`config.mk`:
```
export PLATFORM = sky130hd
export DESIGN_NAME = i2cp_core
export DESIGN_NICKNAME = d
export VERILOG_FILES = /design/src/pkg/i2cp_pkg.sv /design/src/pkg/i2cp_fifo_if.sv /design/src/core/i2cp_fifo.sv /design/src/core/i2cp_core.sv
export SDC_FILE = /design/constraint.sdc
export NUM_CORES = 1
export LEC_CHECK = 0
export BUFFER_PORTS_ARGS = -buffer_cell sky130_fd_sc_hd__buf_2
export CAP_MARGIN = 20
export CORE_UTILIZATION = 50
export DETAILED_ROUTE_END_ITERATION = 8
export HOLD_SLACK_MARGIN = 0.02
export PLACE_DENSITY = 0.71
export SETUP_SLACK_MARGIN = 0.2
export SYNTH_ARGS = -nofsm -noshare
export SYNTH_HDL_FRONTEND = slang
export SYNTH_HIERARCHICAL = 1
export SYNTH_SLANG_ARGS = --single-unit
```
`constraint.sdc`:
```
create_clock -name CLK -period 7 [get_ports CLK]
set_input_delay 1.75 -clock CLK [delete_from_list [all_inputs] [get_ports CLK]]
set_output_delay 1.75 -clock CLK [all_outputs]
set_load 0.005 [all_outputs]
```
`src/pkg/i2cp_pkg.sv`:
```
package i2cp_pkg;

  // ----------------------------------------------------------------
  // Register byte offsets on the bus
  // ----------------------------------------------------------------
  localparam logic [7:0] OFS_CTRL   = 8'h00;
  localparam logic [7:0] OFS_ADDR   = 8'h04;
  localparam logic [7:0] OFS_CMD    = 8'h08;
  localparam logic [7:0] OFS_TXDATA = 8'h0c;
  localparam logic [7:0] OFS_RXDATA = 8'h10;
  localparam logic [7:0] OFS_STATUS = 8'h14;

  // ----------------------------------------------------------------
  // Field positions
  // ----------------------------------------------------------------
  localparam int CTRL_HOLD   = 0;
  localparam int CTRL_FSEL   = 1;
  localparam int CTRL_TEN    = 3;
  localparam int CTRL_TXIE   = 4;
  localparam int CTRL_RXIE   = 5;
  localparam int ADDR_DIR    = 10;
  localparam int CMD_START   = 0;
  localparam int CMD_STOP    = 1;
  localparam int CMD_READ    = 2;
  localparam int CMD_NACK    = 3;
  localparam int ST_NACK     = 0;
  localparam int ST_STA_SEEN = 1;
  localparam int ST_STP_SEEN = 2;
  localparam int ST_BUSY     = 4;
  localparam int ST_ACTIVE   = 5;
  localparam int ST_FULL     = 7;
  localparam int ST_TXIFG    = 8;
  localparam int ST_RXIFG    = 9;

  // ----------------------------------------------------------------
  // Reset values and codes
  // ----------------------------------------------------------------
  localparam logic       HOLD_RST   = 1'b1;
  localparam logic [1:0] FSEL_RST   = 2'b00;
  localparam logic [1:0] FSEL_TWO   = 2'b11;
  localparam logic [4:0] TEN_PREFIX = 5'h1e;

  // ----------------------------------------------------------------
  // Timing
  // ----------------------------------------------------------------
  localparam int CLK_MHZ      = 250;
  localparam int SCL_HALF_NS  = 5000;
  localparam int SCL_HALF_CYC = (SCL_HALF_NS * CLK_MHZ + 999) / 1000;

  // Engine states.
  typedef enum logic [3:0] {
    S_IDLE  = 4'h0,
    S_STA   = 4'h1,
    S_RS_LO = 4'h2,
    S_RS_HI = 4'h3,
    S_B_LO  = 4'h4,
    S_B_HI  = 4'h5,
    S_WAIT  = 4'h6,
    S_P_LO  = 4'h7,
    S_P_HI  = 4'h8,
    S_P_END = 4'h9
  } i2cp_state_t;

endpackage : i2cp_pkg

```
`src/pkg/i2cp_fifo_if.sv`:
```
`timescale 1ns/1ns
`default_nettype none
// Byte stream between the register side and the transmit buffer.
interface i2cp_fifo_if #(parameter int W = 8);
  logic         wr_valid;
  logic         wr_ready;
  logic [W-1:0] wr_data;
  logic         rd_valid;
  logic         rd_ready;
  logic [W-1:0] rd_data;
  modport fill (output wr_valid, wr_data, rd_ready, input wr_ready, rd_valid, rd_data);
  modport store (input wr_valid, wr_data, rd_ready, output wr_ready, rd_valid, rd_data);
endinterface : i2cp_fifo_if
`default_nettype wire

```
`src/core/i2cp_fifo.sv`:
```
`timescale 1ns/1ns
`default_nettype none
module i2cp_fifo #(
  parameter int W     = 8,
  parameter int DEPTH = 4
) (
  // Clock and reset.
  input wire logic   clk,
  input wire logic   rst_b,
  // Stream ports.
  i2cp_fifo_if.store f
);
  localparam int AW = $clog2(DEPTH);

  logic [W-1:0] mem_r [DEPTH];
  logic [AW:0]  wp_r;
  logic [AW:0]  rp_r;
  logic [AW:0]  used;
  wire          do_wr = f.wr_valid & f.wr_ready;
  wire          do_rd = f.rd_valid & f.rd_ready;

  // Full and empty come from the pointer distance, so both are exact.
  assign used       = wp_r - rp_r;
  assign f.wr_ready = (used != (AW + 1)'(DEPTH));
  assign f.rd_valid = (used != '0);
  assign f.rd_data  = mem_r[rp_r[AW-1:0]];

  // Pointer update.
  always_ff @(posedge clk) begin
    if (!rst_b) begin
      wp_r <= '0;
      rp_r <= '0;
    end else begin
      if (do_wr) wp_r <= wp_r + 1'b1;
      if (do_rd) rp_r <= rp_r + 1'b1;
    end
  end

  // Storage carries no reset; pointers guard it.
  always_ff @(posedge clk) begin
    if (do_wr) mem_r[wp_r[AW-1:0]] <= f.wr_data;
  end
endmodule : i2cp_fifo
`default_nettype wire

```
`src/core/i2cp_core.sv`:
```
// The register addresses and the Wishbone slave port were chosen for this implementation.
`timescale 1ns/1ns
`default_nettype none
module i2cp_core
  import i2cp_pkg::*;
#(
  parameter int HALF_CYC   = SCL_HALF_CYC,
  parameter int FIFO_DEPTH = 4
) (
  // Clock and reset.
  input  wire logic        CLK,
  input  wire logic        RST_B,
  // Wishbone slave.
  input  wire logic        WB_CYC_I,
  input  wire logic        WB_STB_I,
  input  wire logic        WB_WE_I,
  input  wire logic [7:0]  WB_ADR_I,
  input  wire logic [3:0]  WB_SEL_I,
  input  wire logic [31:0] WB_DAT_I,
  output var  logic [31:0] WB_DAT_O,
  output var  logic        WB_ACK_O,
  // Two-wire bus pins.
  input  wire logic        SCL_I,
  output var  logic        SCL_O,
  output var  logic        SCL_OE,
  input  wire logic        SDA_I,
  output var  logic        SDA_O,
  output var  logic        SDA_OE
);

  // ----------------------------------------------------------------
  // Helpers
  // ----------------------------------------------------------------

  // Expands byte selects into a bit mask.
  function automatic logic [31:0] sel_mask(input logic [3:0] s);
    sel_mask = {{8{s[3]}}, {8{s[2]}}, {8{s[1]}}, {8{s[0]}}};
  endfunction : sel_mask

  // First address byte for either address width.
  function automatic logic [7:0] first_byte(input logic ten, input logic [10:0] a);
    if (ten) first_byte = {TEN_PREFIX, a[9:8], a[ADDR_DIR]};
    else     first_byte = {a[6:0], a[ADDR_DIR]};
  endfunction : first_byte

  // ----------------------------------------------------------------
  // Declarations
  // ----------------------------------------------------------------
  logic        hold_r;
  logic [1:0]  fsel_r;
  logic        ten_r;
  logic        txie_r;
  logic        rxie_r;
  logic [10:0] addr_r;
  logic        sta_p_r;
  logic        stp_p_r;
  logic        rd_p_r;
  logic        nack_p_r;
  logic [7:0]  rxd_r;
  logic        nack_f_r;
  logic        sta_f_r;
  logic        stp_f_r;
  logic        busy_r;
  logic        txifg_r;
  logic        rxifg_r;
  logic        ack_r;
  logic [31:0] dat_r;
  logic        scl_m_r, scl_s_r, scl_d_r;
  logic        sda_m_r, sda_s_r, sda_d_r;
  i2cp_state_t st_r, st_nxt;
  logic [15:0] cnt_r, cnt_nxt;
  logic [8:0]  sh_r, sh_nxt;
  logic [3:0]  bit_r, bit_nxt;
  logic        stage_r, stage_nxt;
  logic        rdg_r, rdg_nxt;
  logic        scl_oe_r, scl_oe_nxt;
  logic        sda_oe_r, sda_oe_nxt;
  logic        take_sta, take_stp, take_rd, pop, rx_done, ack_in, nack_seen;

  i2cp_fifo_if #(.W(8)) txq ();

  i2cp_fifo #(.W(8), .DEPTH(FIFO_DEPTH)) u_txq (
    .clk   (CLK),
    .rst_b (RST_B),
    .f     (txq.store)
  );

  // ----------------------------------------------------------------
  // Bus decode
  // ----------------------------------------------------------------
  wire [31:0] wm      = sel_mask(WB_SEL_I);
  wire [31:0] wd      = WB_DAT_I & wm;
  wire        req     = WB_CYC_I & WB_STB_I & ~ack_r;
  wire        hit_ctl = (WB_ADR_I == OFS_CTRL);
  wire        hit_adr = (WB_ADR_I == OFS_ADDR);
  wire        hit_cmd = (WB_ADR_I == OFS_CMD);
  wire        hit_tx  = (WB_ADR_I == OFS_TXDATA);
  wire        hit_rx  = (WB_ADR_I == OFS_RXDATA);
  wire        hit_st  = (WB_ADR_I == OFS_STATUS);
  wire        tx_wr   = req & WB_WE_I & hit_tx & WB_SEL_I[0];
  // A full buffer stalls the bus answer rather than dropping the byte.
  wire        ack_nxt = req & (~tx_wr | txq.wr_ready);
  wire        wr      = ack_nxt & WB_WE_I;
  wire        rd      = ack_nxt & ~WB_WE_I;
  wire        ctl_wr  = wr & hit_ctl & WB_SEL_I[0];
  wire        cmd_wr  = wr & hit_cmd & WB_SEL_I[0];
  wire        st_w1c  = wr & hit_st;
  wire        rx_rd   = rd & hit_rx;

  assign txq.wr_valid = tx_wr;
  assign txq.wr_data  = WB_DAT_I[7:0];
  assign txq.rd_ready = pop;

  // The engine only runs released and in two-wire mode.
  wire run       = ~hold_r & (fsel_r == FSEL_TWO);
  wire tick      = (cnt_r == '0);
  wire dir_rd    = addr_r[ADDR_DIR];
  wire sta_seen  = scl_s_r & scl_d_r & sda_d_r & ~sda_s_r;
  wire stp_seen  = scl_s_r & scl_d_r & ~sda_d_r & sda_s_r;
  wire [15:0] half = 16'(HALF_CYC - 1);

  // Read multiplexer.
  wire [31:0] ctl_v = {26'h0, rxie_r, txie_r, ten_r, fsel_r, hold_r};
  wire [31:0] cmd_v = {28'h0, nack_p_r, rd_p_r, stp_p_r, sta_p_r};
  wire [31:0] st_v  = {22'h0, rxifg_r, txifg_r, ~txq.wr_ready, 1'b0,
                       (st_r != S_IDLE), busy_r, 1'b0, stp_f_r, sta_f_r, nack_f_r};
  wire [31:0] rd_v  = hit_ctl ? ctl_v :
                      hit_adr ? {21'h0, addr_r} :
                      hit_cmd ? cmd_v :
                      hit_rx  ? {24'h0, rxd_r} :
                      hit_st  ? st_v : 32'h0;

  // ----------------------------------------------------------------
  // Pin synchronisers
  // ----------------------------------------------------------------

  // Two flops before anything looks at a line; the third is the edge history.
  always_ff @(posedge CLK) begin
    if (!RST_B) begin
      {scl_m_r, scl_s_r, scl_d_r} <= 3'h7;
      {sda_m_r, sda_s_r, sda_d_r} <= 3'h7;
    end else begin
      {scl_m_r, scl_s_r, scl_d_r} <= {SCL_I, scl_m_r, scl_s_r};
      {sda_m_r, sda_s_r, sda_d_r} <= {SDA_I, sda_m_r, sda_s_r};
    end
  end

  // ----------------------------------------------------------------
  // Bus answer
  // ----------------------------------------------------------------

  // Ack drops the cycle after it is given, so each access is answered once.
  always_ff @(posedge CLK) begin
    if (!RST_B) begin
      ack_r <= 1'b0;
      dat_r <= 32'h0;
    end else begin
      ack_r <= ack_nxt;
      if (rd) dat_r <= rd_v;
    end
  end

  // ----------------------------------------------------------------
  // Configuration registers
  // ----------------------------------------------------------------

  // Power-up clear leaves the hold set; enables are zero while it stands.
  always_ff @(posedge CLK) begin
    if (!RST_B) begin
      hold_r <= HOLD_RST;
      fsel_r <= FSEL_RST;
      ten_r  <= 1'b0;
      txie_r <= 1'b0;
      rxie_r <= 1'b0;
      addr_r <= 11'h0;
    end else begin
      if (ctl_wr) begin
        hold_r <= wd[CTRL_HOLD];
        fsel_r <= wd[CTRL_FSEL +: 2];
        ten_r  <= wd[CTRL_TEN];
      end
      if (hold_r | (ctl_wr & wd[CTRL_HOLD])) begin
        txie_r <= 1'b0;
        rxie_r <= 1'b0;
      end else if (ctl_wr) begin
        txie_r <= wd[CTRL_TXIE];
        rxie_r <= wd[CTRL_RXIE];
      end
      if (wr & hit_adr) addr_r <= (addr_r & ~wm[10:0]) | wd[10:0];
    end
  end

  // ----------------------------------------------------------------
  // Pending commands
  // ----------------------------------------------------------------

  // A new command written as the engine takes the old one stays pending.
  always_ff @(posedge CLK) begin
    if (!RST_B) begin
      {nack_p_r, rd_p_r, stp_p_r, sta_p_r} <= 4'h0;
    end else begin
      sta_p_r <= (cmd_wr & wd[CMD_START]) | (sta_p_r & ~take_sta);
      stp_p_r <= (cmd_wr & wd[CMD_STOP]) | (stp_p_r & ~take_stp);
      rd_p_r  <= (cmd_wr & wd[CMD_READ]) | (rd_p_r & ~take_rd);
      if (cmd_wr & wd[CMD_READ]) nack_p_r <= wd[CMD_NACK];
    end
  end

  // ----------------------------------------------------------------
  // Status and flags
  // ----------------------------------------------------------------

  // Hardware sets win over software clears; the hold wipes bits 9, 8, 4, 2, 1 and 0.
  always_ff @(posedge CLK) begin
    if (!RST_B) begin
      {nack_f_r, sta_f_r, stp_f_r, busy_r} <= 4'h0;
      txifg_r <= 1'b0;
      rxifg_r <= 1'b0;
      rxd_r   <= 8'h0;
    end else if (hold_r) begin
      {nack_f_r, sta_f_r, stp_f_r, busy_r} <= 4'h0;
      txifg_r <= 1'b0;
      rxifg_r <= 1'b0;
    end else begin
      nack_f_r <= nack_seen | (nack_f_r & ~(st_w1c & wd[ST_NACK]));
      sta_f_r  <= sta_seen | (sta_f_r & ~(st_w1c & wd[ST_STA_SEEN]));
      stp_f_r  <= stp_seen | (stp_f_r & ~(st_w1c & wd[ST_STP_SEEN]));
      busy_r   <= sta_seen | (busy_r & ~stp_seen);
      txifg_r  <= pop | (txifg_r & ~tx_wr & ~(st_w1c & wd[ST_TXIFG]));
      rxifg_r  <= rx_done | (rxifg_r & ~rx_rd & ~(st_w1c & wd[ST_RXIFG]));
      if (rx_done) rxd_r <= sh_nxt[8:1];
    end
  end

  // ----------------------------------------------------------------
  // Transfer engine
  // ----------------------------------------------------------------

  // Ack bit just clocked in on a written byte.
  assign ack_in    = sh_nxt[0];
  assign nack_seen = (st_r == S_B_HI) & (st_nxt == S_WAIT) & ~rdg_r & ack_in;

  // Next-state logic. SCL low counts a half period; SCL high starts counting
  // only once the line is seen high, so a stretching slave holds the engine.
  always_comb begin
    st_nxt     = st_r;
    cnt_nxt    = tick ? cnt_r : cnt_r - 16'h1;
    sh_nxt     = sh_r;
    bit_nxt    = bit_r;
    stage_nxt  = stage_r;
    rdg_nxt    = rdg_r;
    scl_oe_nxt = scl_oe_r;
    sda_oe_nxt = sda_oe_r;
    take_sta   = 1'b0;
    take_stp   = 1'b0;
    take_rd    = 1'b0;
    pop        = 1'b0;
    rx_done    = 1'b0;
    if (!run) begin
      st_nxt     = S_IDLE;
      scl_oe_nxt = 1'b0;
      sda_oe_nxt = 1'b0;
    end else begin
      unique case (st_r)
        S_IDLE: begin
          scl_oe_nxt = 1'b0;
          sda_oe_nxt = 1'b0;
          if (sta_p_r & ~busy_r) begin
            st_nxt     = S_STA;
            sda_oe_nxt = 1'b1;
            cnt_nxt    = half;
          end
        end
        S_STA: if (tick) begin
          take_sta   = 1'b1;
          scl_oe_nxt = 1'b1;
          sh_nxt     = {first_byte(ten_r, addr_r), 1'b1};
          stage_nxt  = ten_r & ~dir_rd;
          rdg_nxt    = 1'b0;
          bit_nxt    = 4'h0;
          st_nxt     = S_B_LO;
          cnt_nxt    = half;
        end
        S_B_LO: begin
          sda_oe_nxt = ~sh_r[8];
          if (tick) begin
            scl_oe_nxt = 1'b0;
            st_nxt     = S_B_HI;
            cnt_nxt    = half;
          end
        end
        S_B_HI: begin
          if (!scl_s_r) cnt_nxt = half;
          else if (tick) begin
            sh_nxt     = {sh_r[7:0], sda_s_r};
            scl_oe_nxt = 1'b1;
            cnt_nxt    = half;
            if (bit_r == 4'h8) begin
              bit_nxt = 4'h0;
              rx_done = rdg_r;
              st_nxt  = S_WAIT;
            end else begin
              bit_nxt = bit_r + 4'h1;
              st_nxt  = S_B_LO;
            end
          end
        end
        S_WAIT: begin
          bit_nxt = 4'h0;
          cnt_nxt = half;
          if (stage_r) begin
            sh_nxt    = {addr_r[7:0], 1'b1};
            stage_nxt = 1'b0;
            st_nxt    = S_B_LO;
          end else if (stp_p_r) begin
            take_stp = 1'b1;
            st_nxt   = S_P_LO;
          end else if (sta_p_r) begin
            st_nxt   = S_RS_LO;
          end else if (rd_p_r & dir_rd) begin
            take_rd = 1'b1;
            rdg_nxt = 1'b1;
            sh_nxt  = {8'hff, nack_p_r};
            st_nxt  = S_B_LO;
          end else if (txq.rd_valid & ~dir_rd) begin
            pop     = 1'b1;
            rdg_nxt = 1'b0;
            sh_nxt  = {txq.rd_data, 1'b1};
            st_nxt  = S_B_LO;
          end
        end
        S_RS_LO: begin
          sda_oe_nxt = 1'b0;
          if (tick) begin
            scl_oe_nxt = 1'b0;
            st_nxt     = S_RS_HI;
            cnt_nxt    = half;
          end
        end
        S_RS_HI: begin
          if (!scl_s_r) cnt_nxt = half;
          else if (tick) begin
            sda_oe_nxt = 1'b1;
            st_nxt     = S_STA;
            cnt_nxt    = half;
          end
        end
        S_P_LO: begin
          sda_oe_nxt = 1'b1;
          if (tick) begin
            scl_oe_nxt = 1'b0;
            st_nxt     = S_P_HI;
            cnt_nxt    = half;
          end
        end
        S_P_HI: begin
          if (!scl_s_r) cnt_nxt = half;
          else if (tick) begin
            sda_oe_nxt = 1'b0;
            st_nxt     = S_P_END;
            cnt_nxt    = half;
          end
        end
        S_P_END: if (tick) st_nxt = S_IDLE;
        default: begin
          st_nxt     = S_IDLE;
          scl_oe_nxt = 1'b0;
          sda_oe_nxt = 1'b0;
        end
      endcase
    end
  end

  // Engine registers.
  always_ff @(posedge CLK) begin
    if (!RST_B) begin
      st_r     <= S_IDLE;
      cnt_r    <= 16'h0;
      sh_r     <= 9'h1ff;
      bit_r    <= 4'h0;
      stage_r  <= 1'b0;
      rdg_r    <= 1'b0;
      scl_oe_r <= 1'b0;
      sda_oe_r <= 1'b0;
    end else begin
      st_r     <= st_nxt;
      cnt_r    <= cnt_nxt;
      sh_r     <= sh_nxt;
      bit_r    <= bit_nxt;
      stage_r  <= stage_nxt;
      rdg_r    <= rdg_nxt;
      scl_oe_r <= scl_oe_nxt;
      sda_oe_r <= sda_oe_nxt;
    end
  end

  // ----------------------------------------------------------------
  // Outputs
  // ----------------------------------------------------------------

  // Lines are only ever pulled low, so the output data flops stay zero.
  always_ff @(posedge CLK) begin
    if (!RST_B) begin
      SCL_O <= 1'b0;
      SDA_O <= 1'b0;
    end else begin
      SCL_O <= 1'b0;
      SDA_O <= 1'b0;
    end
  end

  assign SCL_OE   = scl_oe_r;
  assign SDA_OE   = sda_oe_r;
  assign WB_ACK_O = ack_r;
  assign WB_DAT_O = dat_r;

endmodule : i2cp_core
`default_nettype wire

```
==> summary.txt <==
Outcome
  – Status: finished clean

Logic synthesis
  – Yosys warnings: 6
  – Netlist cell types: 70
  – Seq cells post-synth: between 100 and 150
  – Register area share after synthesis: 0.432
  – Mapped Cells: 736
  – Most used DFF post-synth: dfxtp_1
  – Async SR Flop Fraction: 0
  – Mapped Avg Cell Area: about 9.2 um^2
  – Post-synth EDFFs: 32
  – Mapped Area: 0.00677 mm^2

Worst setup path
  – CP startpoint kind: input pin
  – Crit-path cells: buf_2, nor4_1, nand4_1, nor2_1, inv_1, a31oi_4, and2_1
  – Crit path required time: slightly above 7 ns
  – Peak per-stage delay on the critical path: roughly 0.5 ns
  – Worst Setup End Kind: flip-flop
  – Data arrival time at the worst-slack endpoint: around 3.7 ns
  – Crit-path max FO: 8
  – Crit path kind: in -> reg
  – Critical path's slowest cell: nor4_1

Pwr
  – Power Dens Cells: 269 mW/mm^2
  – Maximum vdd drop: 0.145 mV
  – P_int: ~0.0015 W
  – Leak: 2.73 nW
  – Switching power: ~0.00055 W
  – Power share of the combinational group: 0.151
  – Clock power share: 0.434
  – Sw Share: 0.274
  – Part of the power in registers: 0.415

Timing
  – Final hold slack: ~0.40 ns
  – Minimum clock period: ~3.6 ns
  – Final Hold Fails: 0
  – Max Slew Vio Count: 0
  – Final Cycle Share: 0.513
  – Max Freq: between 200 and 300 MHz
  – Slew margin rel.: 0.260
  – RSZ-0062 raised after global routing: false
  – Setup-failing EPs final: 0
  – Slew @ Worst Pin: 1.10 ns
  – Clock Skews: 0.00846 ns
  – Setup TNS: 0 ns

GRT
  – First-pass GRT wire length: 26.7 mm
  – Pin count of the biggest net entering global routing: 53
  – GRT Util Overall: 0.241
  – Initial antenna violation count: 0
  – Grt ovf: 0
  – Vias in the first global route: 5397

Floorplan
  – Vert. Die Dim: about 120 um
  – Placeable Area: approximately 0.013 mm^2
  – Die extent in x: ~120 um
  – Initial Utilization: 0.511
  – Std cell rows: between 40 and 50
  – IO Count: between 80 and 90
  – Die Area: ~0.014 mm^2

Routing
  – Overall routed net length: 16.3 mm
  – First-pass DRT Iterations: 6
  – Via-to-Cell Ratio: around 5.9
  – DRC: 0
  – Mean routed wirelength per cell: around 17 um
  – Post-route ant nets: 0
  – Iteration-0 DRC Markers: around 550
  – Via count: 5582

CTS
  – Post-CTS Setup Inserts: 0
  – H-tree depth: 4
  – CTS Buf Count: 17
  – CTS Buffer Depth: 2
  – CTS resizes: 0
  – TritonCTS clock tree: yes
  – Clock transition at path regs: around 0.06 ns
  – CTS sink count: 130
  – Clock Root Buffer: clkbuf_16
  – Worst-Skew Late Latency: 0.42 ns
  – Hold Buf Count CTS: 0

Layout
  – Layout cell share with drive strength beyond 1: 0.138
  – Layout area overhead: 11.3%
  – Fill cells: about 1200
  – Commonest non-fill, non-tap cell in the layout: dfxtp_1
  – Commonest non-fill, non-tap cells in the layout: dfxtp_1 (98), nand2_1 (84), nor2_1 (52), a21oi_1 (42), buf_2 (41)
  – Final net count: a little over 800
  – Area of the multi-input gates: 0.00349 mm^2
  – Ant diodes: 0
  – FF/Latch Area: 0.00292 mm^2

Min path
  – Type of the most critical hold path: reg -> reg

Place
  – HPWL after detailed placement: 11.4 mm
  – GP Congestion: between 0.8 and 0.9
  – PortBufs: ~40

Job
  – Max-Cap Viols: 0
-- path summary, 6_finish.rpt --
check / startpoint / endpoint / slack (ns) / depth (start not counted)
max reg2reg: u_txq/wp_r[0] / flip-flop / 3.83 / 9
max: WB_ADR_I[4] / u_txq/mem_r[2][2] / 3.41 / 7
min reg2reg: sda_m_r / sda_s_r / 0.40 / 1
min: sda_m_r / sda_s_r / 0.40 / 1
-- worst max-delay path: cells and delay by family --
kind,cells,cell delay [ns]
buffers and inverters,2,0.27
AO/OA/AOI/OAI,1,0.22
AND/OR/NAND/NOR,4,1.42
-- synthesized netlist by cell type, types with 6 or more instances --
cell,number,share of area
nor3b_1,6,0.0067
o22ai_1,8,0.0074
ha_1,11,0.020
nor2b_1,23,0.021
nor3_1,17,0.013
buf_4,23,0.025
a21boi_0,14,0.016
nand2b_1,15,0.014
inv_1,23,0.013
nor4_1,9,0.0083
nand2_1,84,0.047
mux2i_1,16,0.024
or3_1,7,0.0065
mux2_2,6,0.010
nor2_1,52,0.029
a31oi_1,7,0.0065
xnor2_1,11,0.014
a21oi_1,42,0.031
nand4b_1,7,0.0091
a211oi_1,8,0.0089
a22oi_1,12,0.013
nand3_1,19,0.014
edfxtp_1,32,0.14
clkbuf_1,37,0.021
o21ai_0,32,0.024
dfxtp_1,98,0.29
and2_1,8,0.0074
a21boi_1,7,0.0078
nand4_1,7,0.0065
mux4_2,8,0.027
-- cell type report --
cell class                      count  area share
Timing Repair Buffer               43      0.0292
Sequential cell                   130       0.388
Multi-Input combinational cell    539       0.464
Inverter                           23      0.0115
Clock buffer                       18      0.0583
Tap cell                          176      0.0292
Clock inverter                     14      0.0206
-- through the flow --
stage / utilization / std cells / area, um^2 / worst slack (ns) / total power [W]
5_1_grt: 0.569 / 943 / 7540 / 3.31 / 0.00211
2_1_floorplan: - / 758 / 6850 / 3.49 / 0.00111
6_report: 0.569 / 943 / 7540 / 3.41 / 0.00203
3_3_place_gp: 0.524 / 911 / 6940 / 3.12 / 0.00114
4_1_cts: 0.569 / 943 / 7540 / 3.48 / 0.00203
3_5_place_dp: 0.524 / 911 / 6940 / 3.05 / 0.00116
-- per-layer routing --
layer / GRT usage / part of all wire
met5: 0 / 0
met4: 0.102 / 0.022
met3: 0.0526 / 0.065
met2: 0.404 / 0.49
met1: 0.299 / 0.42
-- power by group through the flow --
stage	Sequential, W	Combinational [W]	Clock, W
3_3_place_gp	0.000854	0.000291	0
4_1_cts	0.000841	0.000305	0.000888
6_report	0.000842	0.000306	0.000879
5_1_grt	0.000846	0.000340	0.000927
3_5_place_dp	0.000857	0.000302	0
2_1_floorplan	0.000849	0.000264	0
-- logic make-up after synthesis --
group / Yosys count / share of synthesized area
XOR/XNOR: 17 / 0.0231
AND/OR/NAND/NOR: 285 / 0.224
AO/OA/AOI/OAI: 173 / 0.175
multiplexers: 30 / 0.0602
other: 1 / 0.000554
adder cells (fa/ha/maj): 11 / 0.0203
buffers and inverters: 89 / 0.0645
flip-flops: 130 / 0.432
-- flip-flops by register name (all words and copies together), names as in the netlist, 3 cells and up, named ones only --
signal / cells
u_txq/mem_r: 32
cnt_r: 16
WB_DAT_O: 11
sh_r: 9
rxd_r: 8
bit_r: 4
st_r: 4
u_txq/rp_r: 3
u_txq/wp_r: 3
Power figures use the tool's default switching activity.
